## config.mk

```make
export PLATFORM = sky130hd
export DESIGN_NAME = rcu_reset_clock_unit
export DESIGN_NICKNAME = d
export VERILOG_FILES = /design/src/logic/rcu_pkg.sv /design/src/logic/rcu_reset_clock_unit.sv
export SDC_FILE = /design/constraint.sdc
export NUM_CORES = 1
export LEC_CHECK = 0
export ABC_AREA = 0
export ABC_CLOCK_PERIOD_IN_PS = 4200
export BUFFER_PORTS_ARGS = -buffer_cell sky130_fd_sc_hd__buf_4
export CAP_MARGIN = 0
export CORE_MARGIN = 2
export CORE_UTILIZATION = 35
export CTS_CLUSTER_SIZE = 12
export DETAILED_ROUTE_END_ITERATION = 8
export HOLD_SLACK_MARGIN = 0.06
export SKIP_CTS_REPAIR_TIMING = 1
export SYNTH_ARGS = -nofsm -noshare
export SYNTH_HDL_FRONTEND = slang
export SYNTH_SLANG_ARGS = --single-unit
```

## constraint.sdc

```tcl
create_clock -name mclk -period 4.2 [get_ports mclk]
set_clock_uncertainty 0.15 [all_clocks]
set_input_delay 0.84 -clock mclk [delete_from_list [all_inputs] [get_ports mclk]]
set_output_delay 0.84 -clock mclk [all_outputs]
set_load 0.005 [all_outputs]
```

## src/logic/rcu_pkg.sv

```systemverilog
// constants, field layout and types of the reset and clock unit
// assumes one 20 MHz reference clock (mclk) feeding the whole unit
package rcu_pkg;
  // timing
  localparam int CLK_PERIOD_NS = 50;
  localparam int FILT_NS = 200;
  localparam int FILT_CYC = (FILT_NS + CLK_PERIOD_NS - 1) / CLK_PERIOD_NS;
  localparam int REF_WAIT_CYC = 768;
  localparam int BUS_WAIT_CYC = 8;
  localparam int REL_CYC = FILT_CYC + REF_WAIT_CYC + BUS_WAIT_CYC;
  localparam int REL_W = 10;
  localparam logic [REL_W-1:0] REL_LAST = REL_W'(REL_CYC - 1);
  localparam logic [2:0] FILT_LAST = 3'(FILT_CYC - 1);
  // register byte offsets
  localparam logic [7:0] ADDR_CLKCTRL = 8'h00;
  localparam logic [7:0] ADDR_DIV = 8'h04;
  localparam logic [7:0] ADDR_GATE = 8'h08;
  localparam logic [7:0] ADDR_FLAGS = 8'h0c;
  localparam logic [7:0] ADDR_WDG = 8'h10;
  localparam logic [7:0] ADDR_SERVICE = 8'h14;
  // field positions
  localparam int CTL_PLLON = 4;
  localparam int CTL_MUL_LSB = 8;
  localparam int CTL_LOCKIE = 16;
  localparam int CTL_SWRST = 31;
  localparam int DIV_APB_LSB = 0;
  localparam int DIV_ATA_LSB = 8;
  localparam int FLG_SW = 0;
  localparam int FLG_WDG = 1;
  localparam int FLG_LOCK = 8;
  localparam int WDG_EN = 31;
  // reset values and codes
  localparam logic [3:0] MUL_RST = 4'h1;
  localparam logic [3:0] DIV_RST = 4'h0;
  localparam logic [15:0] WDG_PER_RST = 16'hffff;
  localparam logic [31:0] SERVICE_KEY = 32'h0000_a55a;
  localparam logic [31:0] RESET_VECTOR = 32'h0000_0000;
  localparam logic [1:0] RESP_OKAY = 2'h0;
  localparam logic [1:0] RESP_SLVERR = 2'h2;
  // main clock sources
  typedef enum logic [2:0] {
    SRC_REF, SRC_DIV2, SRC_DIV32, SRC_DIV64, SRC_PLL, SRC_SLOW
  } rcu_src_t;
  // reset sequencer states
  typedef enum logic [1:0] {ST_RUN, ST_PINLOW, ST_RELEASE} rcu_state_t;
endpackage : rcu_pkg

```

## src/logic/rcu_reset_clock_unit.sv

```systemverilog
// reset and clock unit: clock source select, prescalers, gates, reset seq
// assumes all inputs synchronous to mclk; clocks leave as enable strobes
//
// Summary of operation
// - main clock from ref, ref/2, ref/32, ref/64, PLL or slow clock
// - peripheral bus clock made by programmable prescaler from main clock
// - disk interface clock made by its own independent prescaler
// - each peripheral clock can be frozen by its own gate bit
// - PLL lock change in either direction signals wake-up unit if enabled
// - fast bus and synchronous peripheral bus share one main clock
// - low level on reset pin resets the whole chip
// - writing a control bit forces a software reset
// - enabled watchdog expiring unserviced resets the chip
// - after reset the flag bit of its cause is set
// - pin reset leaves all cause flags cleared
// - pin reset overrides every other condition
// - during reset registers take their reset values
// - only pin lows at least as long as the filter width start reset
// - release waits filter plus 768 ref plus 8 bus cycles
// - on release the reset vector at address zero is presented
// - after reset undivided reference clock is system clock and PLL input
// - after reset PLL is off, bypassed, multiplier one
// - after reset most peripheral clocks are stopped
module rcu_reset_clock_unit #(
  parameter int NPERIPH = 16,
  parameter logic [NPERIPH-1:0] GATE_RST = '0
) (
  // clock and reset
  input wire logic mclk,
  input wire logic srst,
  // axi4-lite write
  input wire logic [7:0] s_axi_awaddr,
  input wire logic s_axi_awvalid,
  output logic s_axi_awready,
  input wire logic [31:0] s_axi_wdata,
  input wire logic [3:0] s_axi_wstrb,
  input wire logic s_axi_wvalid,
  output logic s_axi_wready,
  output logic [1:0] s_axi_bresp,
  output logic s_axi_bvalid,
  input wire logic s_axi_bready,
  // axi4-lite read
  input wire logic [7:0] s_axi_araddr,
  input wire logic s_axi_arvalid,
  output logic s_axi_arready,
  output logic [31:0] s_axi_rdata,
  output logic [1:0] s_axi_rresp,
  output logic s_axi_rvalid,
  input wire logic s_axi_rready,
  // pins and sources
  input wire logic rstPinN,
  input wire logic pllLock,
  input wire logic pllTick,
  input wire logic slowTick,
  // reset outputs
  output logic sysRstN,
  output logic [31:0] resetVector,
  // clock outputs
  output logic sysClkEn,
  output logic apbClkEn,
  output logic ataClkEn,
  output logic [NPERIPH-1:0] periphClkEn,
  // pll control and wake-up
  output logic pllPowerOn,
  output logic pllBypass,
  output logic [3:0] pllMult,
  output logic lockWake
);
  import rcu_pkg::*;

  rcu_state_t state_r, stateNxt;
  logic [REL_W-1:0] relCnt_r;
  logic [REL_W-1:0] relAge_r;
  logic [2:0] lowCnt_r;
  logic sysRstN_r, pinHit, swReq, wdgHit, inRun;
  logic [1:0] flags_r;
  rcu_src_t selReg_r, selAct_r;
  logic pllOn_r, lockIe_r, pllBypass_r, lockPrev_r, lockWake_r;
  logic [3:0] mul_r;
  logic [11:0] divReg_r;
  logic [NPERIPH-1:0] gate_r, periphEn_r;
  logic [15:0] wdgPer_r, wdgCnt_r;
  logic wdgEn_r;
  logic [5:0] refCnt_r;
  logic srcTick, sysTick_r;
  logic [3:0] presDiv [2];
  logic [3:0] presCnt_r [2];
  logic [1:0] presTick_r;
  logic [31:0] resetVector_r;
  logic awRdy_r, wRdy_r, awHeld_r, wHeld_r, bvalid_r, arRdy_r, rvalid_r;
  logic awHs, wHs, arHs, wrFire, awHeldNxt, wHeldNxt, bvalidNxt, rvalidNxt;
  logic [7:0] awAddr_r;
  logic [31:0] wData_r, rdata_r, merged;
  logic [3:0] wStrb_r;
  logic [1:0] bresp_r, rresp_r;

  // address decode shared by write and read paths
  function automatic logic isMapped(input logic [7:0] a);
    isMapped = (a == ADDR_CLKCTRL) || (a == ADDR_DIV) ||
      (a == ADDR_GATE) || (a == ADDR_FLAGS) || (a == ADDR_WDG) ||
      (a == ADDR_SERVICE);
  endfunction : isMapped

  // readback word of one register
  function automatic logic [31:0] regWord(input logic [7:0] a);
    regWord = 32'h0;
    case (a)
      ADDR_CLKCTRL:
      begin
        regWord[2:0] = selReg_r;
        regWord[CTL_PLLON] = pllOn_r;
        regWord[CTL_MUL_LSB +: 4] = mul_r;
        regWord[CTL_LOCKIE] = lockIe_r;
      end
      ADDR_DIV: regWord[11:0] = divReg_r;
      ADDR_GATE: regWord[NPERIPH-1:0] = gate_r;
      ADDR_FLAGS:
      begin
        regWord[1:0] = flags_r;
        regWord[FLG_LOCK] = pllLock;
      end
      ADDR_WDG:
      begin
        regWord[15:0] = wdgPer_r;
        regWord[WDG_EN] = wdgEn_r;
      end
      ADDR_SERVICE: regWord[15:0] = wdgCnt_r;
      default: regWord = 32'h0;
    endcase
  endfunction : regWord

  // byte-lane merge of write data into the old word
  function automatic logic [31:0] applyStrb(input logic [31:0] o,
    input logic [31:0] d, input logic [3:0] s);
    applyStrb = o;
    for (int i = 0; i < 4; i++)
    begin
      if (s[i])
        applyStrb[8*i +: 8] = d[8*i +: 8];
    end
  endfunction : applyStrb

  // invalid source codes fall back to the reference clock
  function automatic rcu_src_t toSrc(input logic [2:0] v);
    toSrc = (v > SRC_SLOW) ? SRC_REF : rcu_src_t'(v);
  endfunction : toSrc

  // axi handshake terms
  assign awHs = s_axi_awvalid && awRdy_r;
  assign wHs = s_axi_wvalid && wRdy_r;
  assign arHs = s_axi_arvalid && arRdy_r;
  assign wrFire = awHeld_r && wHeld_r && !bvalid_r;
  assign awHeldNxt = (awHeld_r || awHs) && !wrFire;
  assign wHeldNxt = (wHeld_r || wHs) && !wrFire;
  assign bvalidNxt = wrFire || (bvalid_r && !s_axi_bready);
  assign rvalidNxt = arHs || (rvalid_r && !s_axi_rready);
  assign merged = applyStrb(regWord(awAddr_r), wData_r, wStrb_r);

  // write channel: address and data taken in either order
  always_ff @(posedge mclk)
  begin
    if (srst)
    begin
      awRdy_r <= 1'b0;
      wRdy_r <= 1'b0;
      awHeld_r <= 1'b0;
      wHeld_r <= 1'b0;
      bvalid_r <= 1'b0;
      bresp_r <= RESP_OKAY;
      awAddr_r <= 8'h00;
      wData_r <= 32'h0;
      wStrb_r <= 4'h0;
    end
    else
    begin
      awRdy_r <= !awHeldNxt && !bvalidNxt;
      wRdy_r <= !wHeldNxt && !bvalidNxt;
      awHeld_r <= awHeldNxt;
      wHeld_r <= wHeldNxt;
      bvalid_r <= bvalidNxt;
      if (awHs)
        awAddr_r <= {s_axi_awaddr[7:2], 2'h0};
      if (wHs)
      begin
        wData_r <= s_axi_wdata;
        wStrb_r <= s_axi_wstrb;
      end
      if (wrFire)
        bresp_r <= isMapped(awAddr_r) ? RESP_OKAY : RESP_SLVERR;
    end
  end

  // read channel: data one cycle after the address is taken
  always_ff @(posedge mclk)
  begin
    if (srst)
    begin
      arRdy_r <= 1'b0;
      rvalid_r <= 1'b0;
      rdata_r <= 32'h0;
      rresp_r <= RESP_OKAY;
    end
    else
    begin
      arRdy_r <= !rvalidNxt;
      rvalid_r <= rvalidNxt;
      if (arHs)
      begin
        rdata_r <= regWord({s_axi_araddr[7:2], 2'h0});
        rresp_r <= isMapped({s_axi_araddr[7:2], 2'h0}) ? RESP_OKAY :
          RESP_SLVERR;
      end
    end
  end

  // reset request terms
  assign inRun = (state_r == ST_RUN);
  assign pinHit = !rstPinN && (lowCnt_r == FILT_LAST);
  assign swReq = wrFire && inRun && (awAddr_r == ADDR_CLKCTRL) &&
    wStrb_r[3] && wData_r[CTL_SWRST];
  assign wdgHit = wdgEn_r && (wdgCnt_r == 16'h0000);

  // reset pin filter counts consecutive low cycles
  always_ff @(posedge mclk)
  begin
    if (srst || rstPinN)
      lowCnt_r <= 3'h0;
    else if (lowCnt_r != FILT_LAST)
      lowCnt_r <= lowCnt_r + 3'h1;
  end

  // reset sequencer next state, pin first
  always_comb
  begin
    stateNxt = state_r;
    case (state_r)
      ST_RUN:
        if (pinHit)
          stateNxt = ST_PINLOW;
        else if (swReq || wdgHit)
          stateNxt = ST_RELEASE;
      ST_PINLOW:
        if (rstPinN)
          stateNxt = ST_RELEASE;
      ST_RELEASE:
        if (pinHit)
          stateNxt = ST_PINLOW;
        else if (relCnt_r == REL_LAST)
          stateNxt = ST_RUN;
      default: stateNxt = ST_RELEASE;
    endcase
  end

  // reset sequencer registers and release counter
  always_ff @(posedge mclk)
  begin
    if (srst)
    begin
      state_r <= ST_RELEASE;
      relCnt_r <= '0;
      sysRstN_r <= 1'b0;
      resetVector_r <= RESET_VECTOR;
    end
    else
    begin
      state_r <= stateNxt;
      sysRstN_r <= (stateNxt == ST_RUN);
      resetVector_r <= RESET_VECTOR;
      if (stateNxt == ST_RELEASE && state_r != ST_RELEASE)
        relCnt_r <= '0;
      else if (state_r == ST_RELEASE)
        relCnt_r <= relCnt_r + 1'b1;
    end
  end

  // reset cause flags, cleared by pin reset or write one
  always_ff @(posedge mclk)
  begin
    if (srst || pinHit)
      flags_r <= 2'h0;
    else if (inRun && (swReq || wdgHit))
      flags_r <= {wdgHit, swReq};
    else if (wrFire && awAddr_r == ADDR_FLAGS && wStrb_r[0])
      flags_r <= flags_r & ~wData_r[1:0];
  end

  // configuration registers, held at reset values outside run
  always_ff @(posedge mclk)
  begin
    if (srst || !inRun)
    begin
      selReg_r <= SRC_REF;
      pllOn_r <= 1'b0;
      mul_r <= MUL_RST;
      lockIe_r <= 1'b0;
      divReg_r <= {DIV_RST, 4'h0, DIV_RST};
      gate_r <= GATE_RST;
      wdgPer_r <= WDG_PER_RST;
      wdgEn_r <= 1'b0;
    end
    else if (wrFire)
    begin
      case (awAddr_r)
        ADDR_CLKCTRL:
        begin
          selReg_r <= toSrc(merged[2:0]);
          pllOn_r <= merged[CTL_PLLON];
          mul_r <= merged[CTL_MUL_LSB +: 4];
          lockIe_r <= merged[CTL_LOCKIE];
        end
        ADDR_DIV: divReg_r <= merged[11:0];
        ADDR_GATE: gate_r <= merged[NPERIPH-1:0];
        ADDR_WDG:
        begin
          wdgPer_r <= merged[15:0];
          wdgEn_r <= wdgEn_r || merged[WDG_EN];
        end
        default: gate_r <= gate_r;
      endcase
    end
  end

  // watchdog down-counter on main clock ticks, reloaded by service key
  always_ff @(posedge mclk)
  begin
    if (srst || !inRun || !wdgEn_r)
      wdgCnt_r <= wdgPer_r;
    else if (wrFire && awAddr_r == ADDR_SERVICE && wData_r == SERVICE_KEY &&
      wStrb_r == 4'hf)
      wdgCnt_r <= wdgPer_r;
    else if (sysTick_r && wdgCnt_r != 16'h0000)
      wdgCnt_r <= wdgCnt_r - 16'h0001;
  end

  // source tick of the active main clock selection
  always_comb
  begin
    case (selAct_r)
      SRC_REF: srcTick = 1'b1;
      SRC_DIV2: srcTick = refCnt_r[0];
      SRC_DIV32: srcTick = (refCnt_r[4:0] == 5'h1f);
      SRC_DIV64: srcTick = (refCnt_r == 6'h3f);
      SRC_PLL: srcTick = pllOn_r ? pllTick : 1'b1;
      SRC_SLOW: srcTick = slowTick;
      default: srcTick = 1'b1;
    endcase
  end

  // main clock select switches only at a source period boundary
  always_ff @(posedge mclk)
  begin
    if (srst)
    begin
      selAct_r <= SRC_REF;
      refCnt_r <= 6'h00;
      sysTick_r <= 1'b0;
      pllBypass_r <= 1'b1;
    end
    else
    begin
      sysTick_r <= srcTick;
      pllBypass_r <= !(selAct_r == SRC_PLL && pllOn_r);
      if (srcTick && selAct_r != selReg_r)
      begin
        selAct_r <= selReg_r;
        refCnt_r <= 6'h00;
      end
      else
        refCnt_r <= refCnt_r + 6'h01;
    end
  end

  // peripheral bus and disk interface prescalers on main ticks
  assign presDiv[0] = divReg_r[DIV_APB_LSB +: 4];
  assign presDiv[1] = divReg_r[DIV_ATA_LSB +: 4];
  for (genvar p = 0; p < 2; p++)
  begin : g_pres
    always_ff @(posedge mclk)
    begin
      if (srst)
      begin
        presCnt_r[p] <= 4'h0;
        presTick_r[p] <= 1'b0;
      end
      else
      begin
        presTick_r[p] <= srcTick && (presCnt_r[p] >= presDiv[p]);
        if (srcTick)
          presCnt_r[p] <= (presCnt_r[p] >= presDiv[p]) ? 4'h0 :
            presCnt_r[p] + 4'h1;
      end
    end
  end

  // per-peripheral gated main clock enables
  for (genvar i = 0; i < NPERIPH; i++)
  begin : g_gate
    always_ff @(posedge mclk)
    begin
      if (srst)
        periphEn_r[i] <= 1'b0;
      else
        periphEn_r[i] <= gate_r[i] && srcTick;
    end
  end

  // lock change detector toward the wake-up unit
  always_ff @(posedge mclk)
  begin
    if (srst)
    begin
      lockPrev_r <= 1'b0;
      lockWake_r <= 1'b0;
    end
    else
    begin
      lockPrev_r <= pllLock;
      lockWake_r <= lockIe_r && (pllLock != lockPrev_r);
    end
  end

  // outputs straight from flip-flops
  assign s_axi_awready = awRdy_r;
  assign s_axi_wready = wRdy_r;
  assign s_axi_bvalid = bvalid_r;
  assign s_axi_bresp = bresp_r;
  assign s_axi_arready = arRdy_r;
  assign s_axi_rvalid = rvalid_r;
  assign s_axi_rdata = rdata_r;
  assign s_axi_rresp = rresp_r;
  assign sysRstN = sysRstN_r;
  assign resetVector = resetVector_r;
  assign sysClkEn = sysTick_r;
  assign apbClkEn = presTick_r[0];
  assign ataClkEn = presTick_r[1];
  assign periphClkEn = periphEn_r;
  assign pllPowerOn = pllOn_r;
  assign pllBypass = pllBypass_r;
  assign pllMult = mul_r;
  assign lockWake = lockWake_r;

  // cycles spent in release, counted apart from the sequencer counter
  always_ff @(posedge mclk)
  begin
    if (srst || state_r != ST_RELEASE)
      relAge_r <= '0;
    else if (relAge_r != '1)
      relAge_r <= relAge_r + 1'b1;
  end
endmodule : rcu_reset_clock_unit

```

==> flow_summary.ini <==
[finish]
num_antenna_cells = 0
synthToLayoutAreaGrowth_pct = 16.3
final_cell_area_mm2 = 0.0109
drive_above_1_share_pct = 16.8
fin_nets = 1229
filler_cell_count = 2604
utilization_pct = 41.6

[cts]
clkLatencyLatePin_ns = 0.44
cts_buffer_depth = 2
clockRootBuffer = clkbuf_16
clkTransAtPathRegs_ns = 0.08
cts_buffers = 17
htree_levels = 4
clock-sinks = 196
cts_tree = built

[drt]
antenna_left = 0
drt_iter0_drc = 701
num_vias = 7927
wire_per_inst_um = 17.8
drc = 12
drt_wl_total_mm = 26.6
viasPerCell = 5.30
dr.pass1.iters = 7

[synthesis]
synth_xor_area_share_pct = 3.19
synth_warnings = 0
synth_mux_area_share_pct = 3.67
syn_inst = 1070
yosysUniqueCellTypes = 68
synth_area_leaders = dfxtp_1 37%, edfxtp_1 7.7%, nand2_1 5.6%, a21oi_1 4.3%, nand3_1 3.9%
synth_common_cells = 172 x dfxtp_1, 139 x nand2_1, 80 x a21oi_1
yosysSeqAreaShare_pct = 44.6
synthSimpleGateAreaFrac_pct = 23.7
ys_ff_latch = 196
syn_area_per_cell_um2 = 8.73
yosysMostFrequentCell = dfxtp_1
yosysTopAreaCell = dfxtp_1
async_flop_share_pct = 0
ys_dominant_reg_cell = dfxtp_1
synth_edf_count = 24
yosys.area.top_type_share_pct = 36.9
synth_top_family_by_area = simple AND/OR/NAND/NOR gates
syn_area_mm2 = 0.00934
synth_compound_area_share_pct = 15.0
synth_adder_area_share_pct = 2.28

[floorplan]
start_util_pct = 35.7
die_w_um = 167
rows = 59
core_area_mm2 = 0.0261
dieHeight_um = 167
die_area_mm2 = 0.0280
io-pin-count = 163

[timing]
period_share_pct = 68.3
finalMaxSlewViolations = 0
slew_headroom_pct = 21.4
timing.final.crit_period_ns = 2.87
finalHoldViolations = 0
rsz0062_at_grt = false
tightestPinTransition_ns = 1.18
max_freq_mhz = 348
setup_viol = 0
tns_ns = 0
hold_slack_ns = 0.307

[critical_path]
cp_max_fo = 6
cp_cell_sequence = inv_1 -> ha_1 -> or4b_2 -> nor3_1 -> nand2_1 -> xnor2_1 -> mux2_2
worstPathRequired_ns = 4.25
crit_path_end_kind = register
slowest_delay_ns = 0.71
critPathKind = reg -> reg
cp_num_buf_inv = 1
start_kind = register
cp_slowest_cell = or4b_2
crit_family = simple AND/OR/NAND/NOR gates
critPathArrivalTime_ns = 2.92

[grt]
grtUsageMet3_pct = 4.73
grt_busiest_layer = met1
use_met2_pct = 26.9
grt_pass1_vias = 7320
grt_overflow_total = 0
antenna_found_initial = 0
grt_max_degree = 46
grt_first_pass_wirelength_mm = 41.5
track_usage_pct = 18.7
grt_util_met1_pct = 27.6

[place]
placed_cell_area_mm2 = 0.0103
gp_congestion = 0.879
hpwl_mm = 19.2
io_buffers = 110

[power_and_ir_drop]
ir_drop_uv = 231
powerDensity_mw_per_mm2 = 356
p_leak_nw = 3.99

[flow_run]
drv_cap = 0

[outcome]
violations = design-rule violations
status = finished with violations

[worst_hold_path]
hp-class = reg -> reg
[worst register-to-register path, stage by stage (launching register included)]
cell and delay (ns):
edfxtp_1 0.52, inv_1 0.16, ha_1 0.23, or4b_2 0.71, nor3_1 0.37, nand2_1 0.12, xnor2_1 0.13, mux2_2 0.25
[area by class of cell]
cell class | instances | area, µm² | area share [%]
Multi-Input combinational cell | 786 | 4670 | 43.0
Clock buffer | 17 | 425 | 3.92
Tap cell | 335 | 419 | 3.86
Timing Repair Buffer | 128 | 961 | 8.85
Clock inverter | 15 | 143 | 1.31
Inverter | 20 | 75.1 | 0.691
Sequential cell | 196 | 4160 | 38.3
[cell usage in the layout, fill, tap and decap left out, drive strengths merged, types with 9 or more instances in the layout]
cell,n
dfxtp,172
nand2,139
buf,128
a21oi,80
nor2,77
nand3,72
conb,48
nor3,31
inv,28
o21ai,26
edfxtp,24
xor2,21
and2,21
a211oi,19
and3,18
mux2,18
nand4,17
ha,17
clkbuf,17
o211ai,16
mux2i,14
xnor2,13
nand2b,11
nor2b,10
nor4,10
a31oi,9
a221oi,9
[worst paths after layout]
path / start / end / slack (ns) / cells after the start
setup / recovery: wdgCnt_r[0] / wdgCnt_r[14] / 1.33 / 7
hold / removal: wData_r[30] / wData_r[30] / 0.31 / 2
setup reg to reg: wdgCnt_r[0] / wdgCnt_r[14] / 1.33 / 7
hold reg to reg: wData_r[30] / wData_r[30] / 0.31 / 2
[flip-flops by register name, summed over array words and instances, names as in the netlist, 2 cells and up]
name,count
awAddr_r,6
divReg_r,12
flags_r,2
gate_r,16
lowCnt_r,3
periphClkEn,16
pllMult,4
presCnt_r,8
refCnt_r,6
relCnt_r,10
s_axi_rdata,18
selAct_r,3
selReg_r,3
state_r,2
wData_r,32
wStrb_r,4
wdgCnt_r,16
wdgPer_r,16
[routing by layer]
metal	vias to the layer above	wire (µm)
met5	-	0
met4	0	353
met3	29	2340
met2	343	11000
met1	3671	12900
li1	3884	-
[logic make-up after synthesis]
logic type                 count (synthesis)
other                                      1
muxes                                     32
AOI/OAI and AO/OA                        211
xor gates and xnor gates                  34
and+or+nand+nor                          444
adders and majority gates                 17
DFF                                      196
buffers and inverters                    135
[report_power, final]
group	internal, mW	total (mW)	switching, mW
registers	1.93	1.98	0.0438
clock network	0.832	1.60	0.763
logic	0.125	0.300	0.174
[metrics by stage]
| step | std cells | setup slack (ns) | total power [mW] |
|---|---|---|---|
| final | 1497 | 1.33 | 3.87 |
| after global routing | 1497 | 1.16 | 4.01 |
| after CTS | 1497 | 1.35 | 3.89 |
| after detailed placement | 1465 | 1.15 | 2.31 |
| after global placement | 1465 | 1.23 | 2.31 |
| after floorplan | 1117 | 1.47 | 2.22 |
No activity file was read; power rests on OpenSTA's default activity.
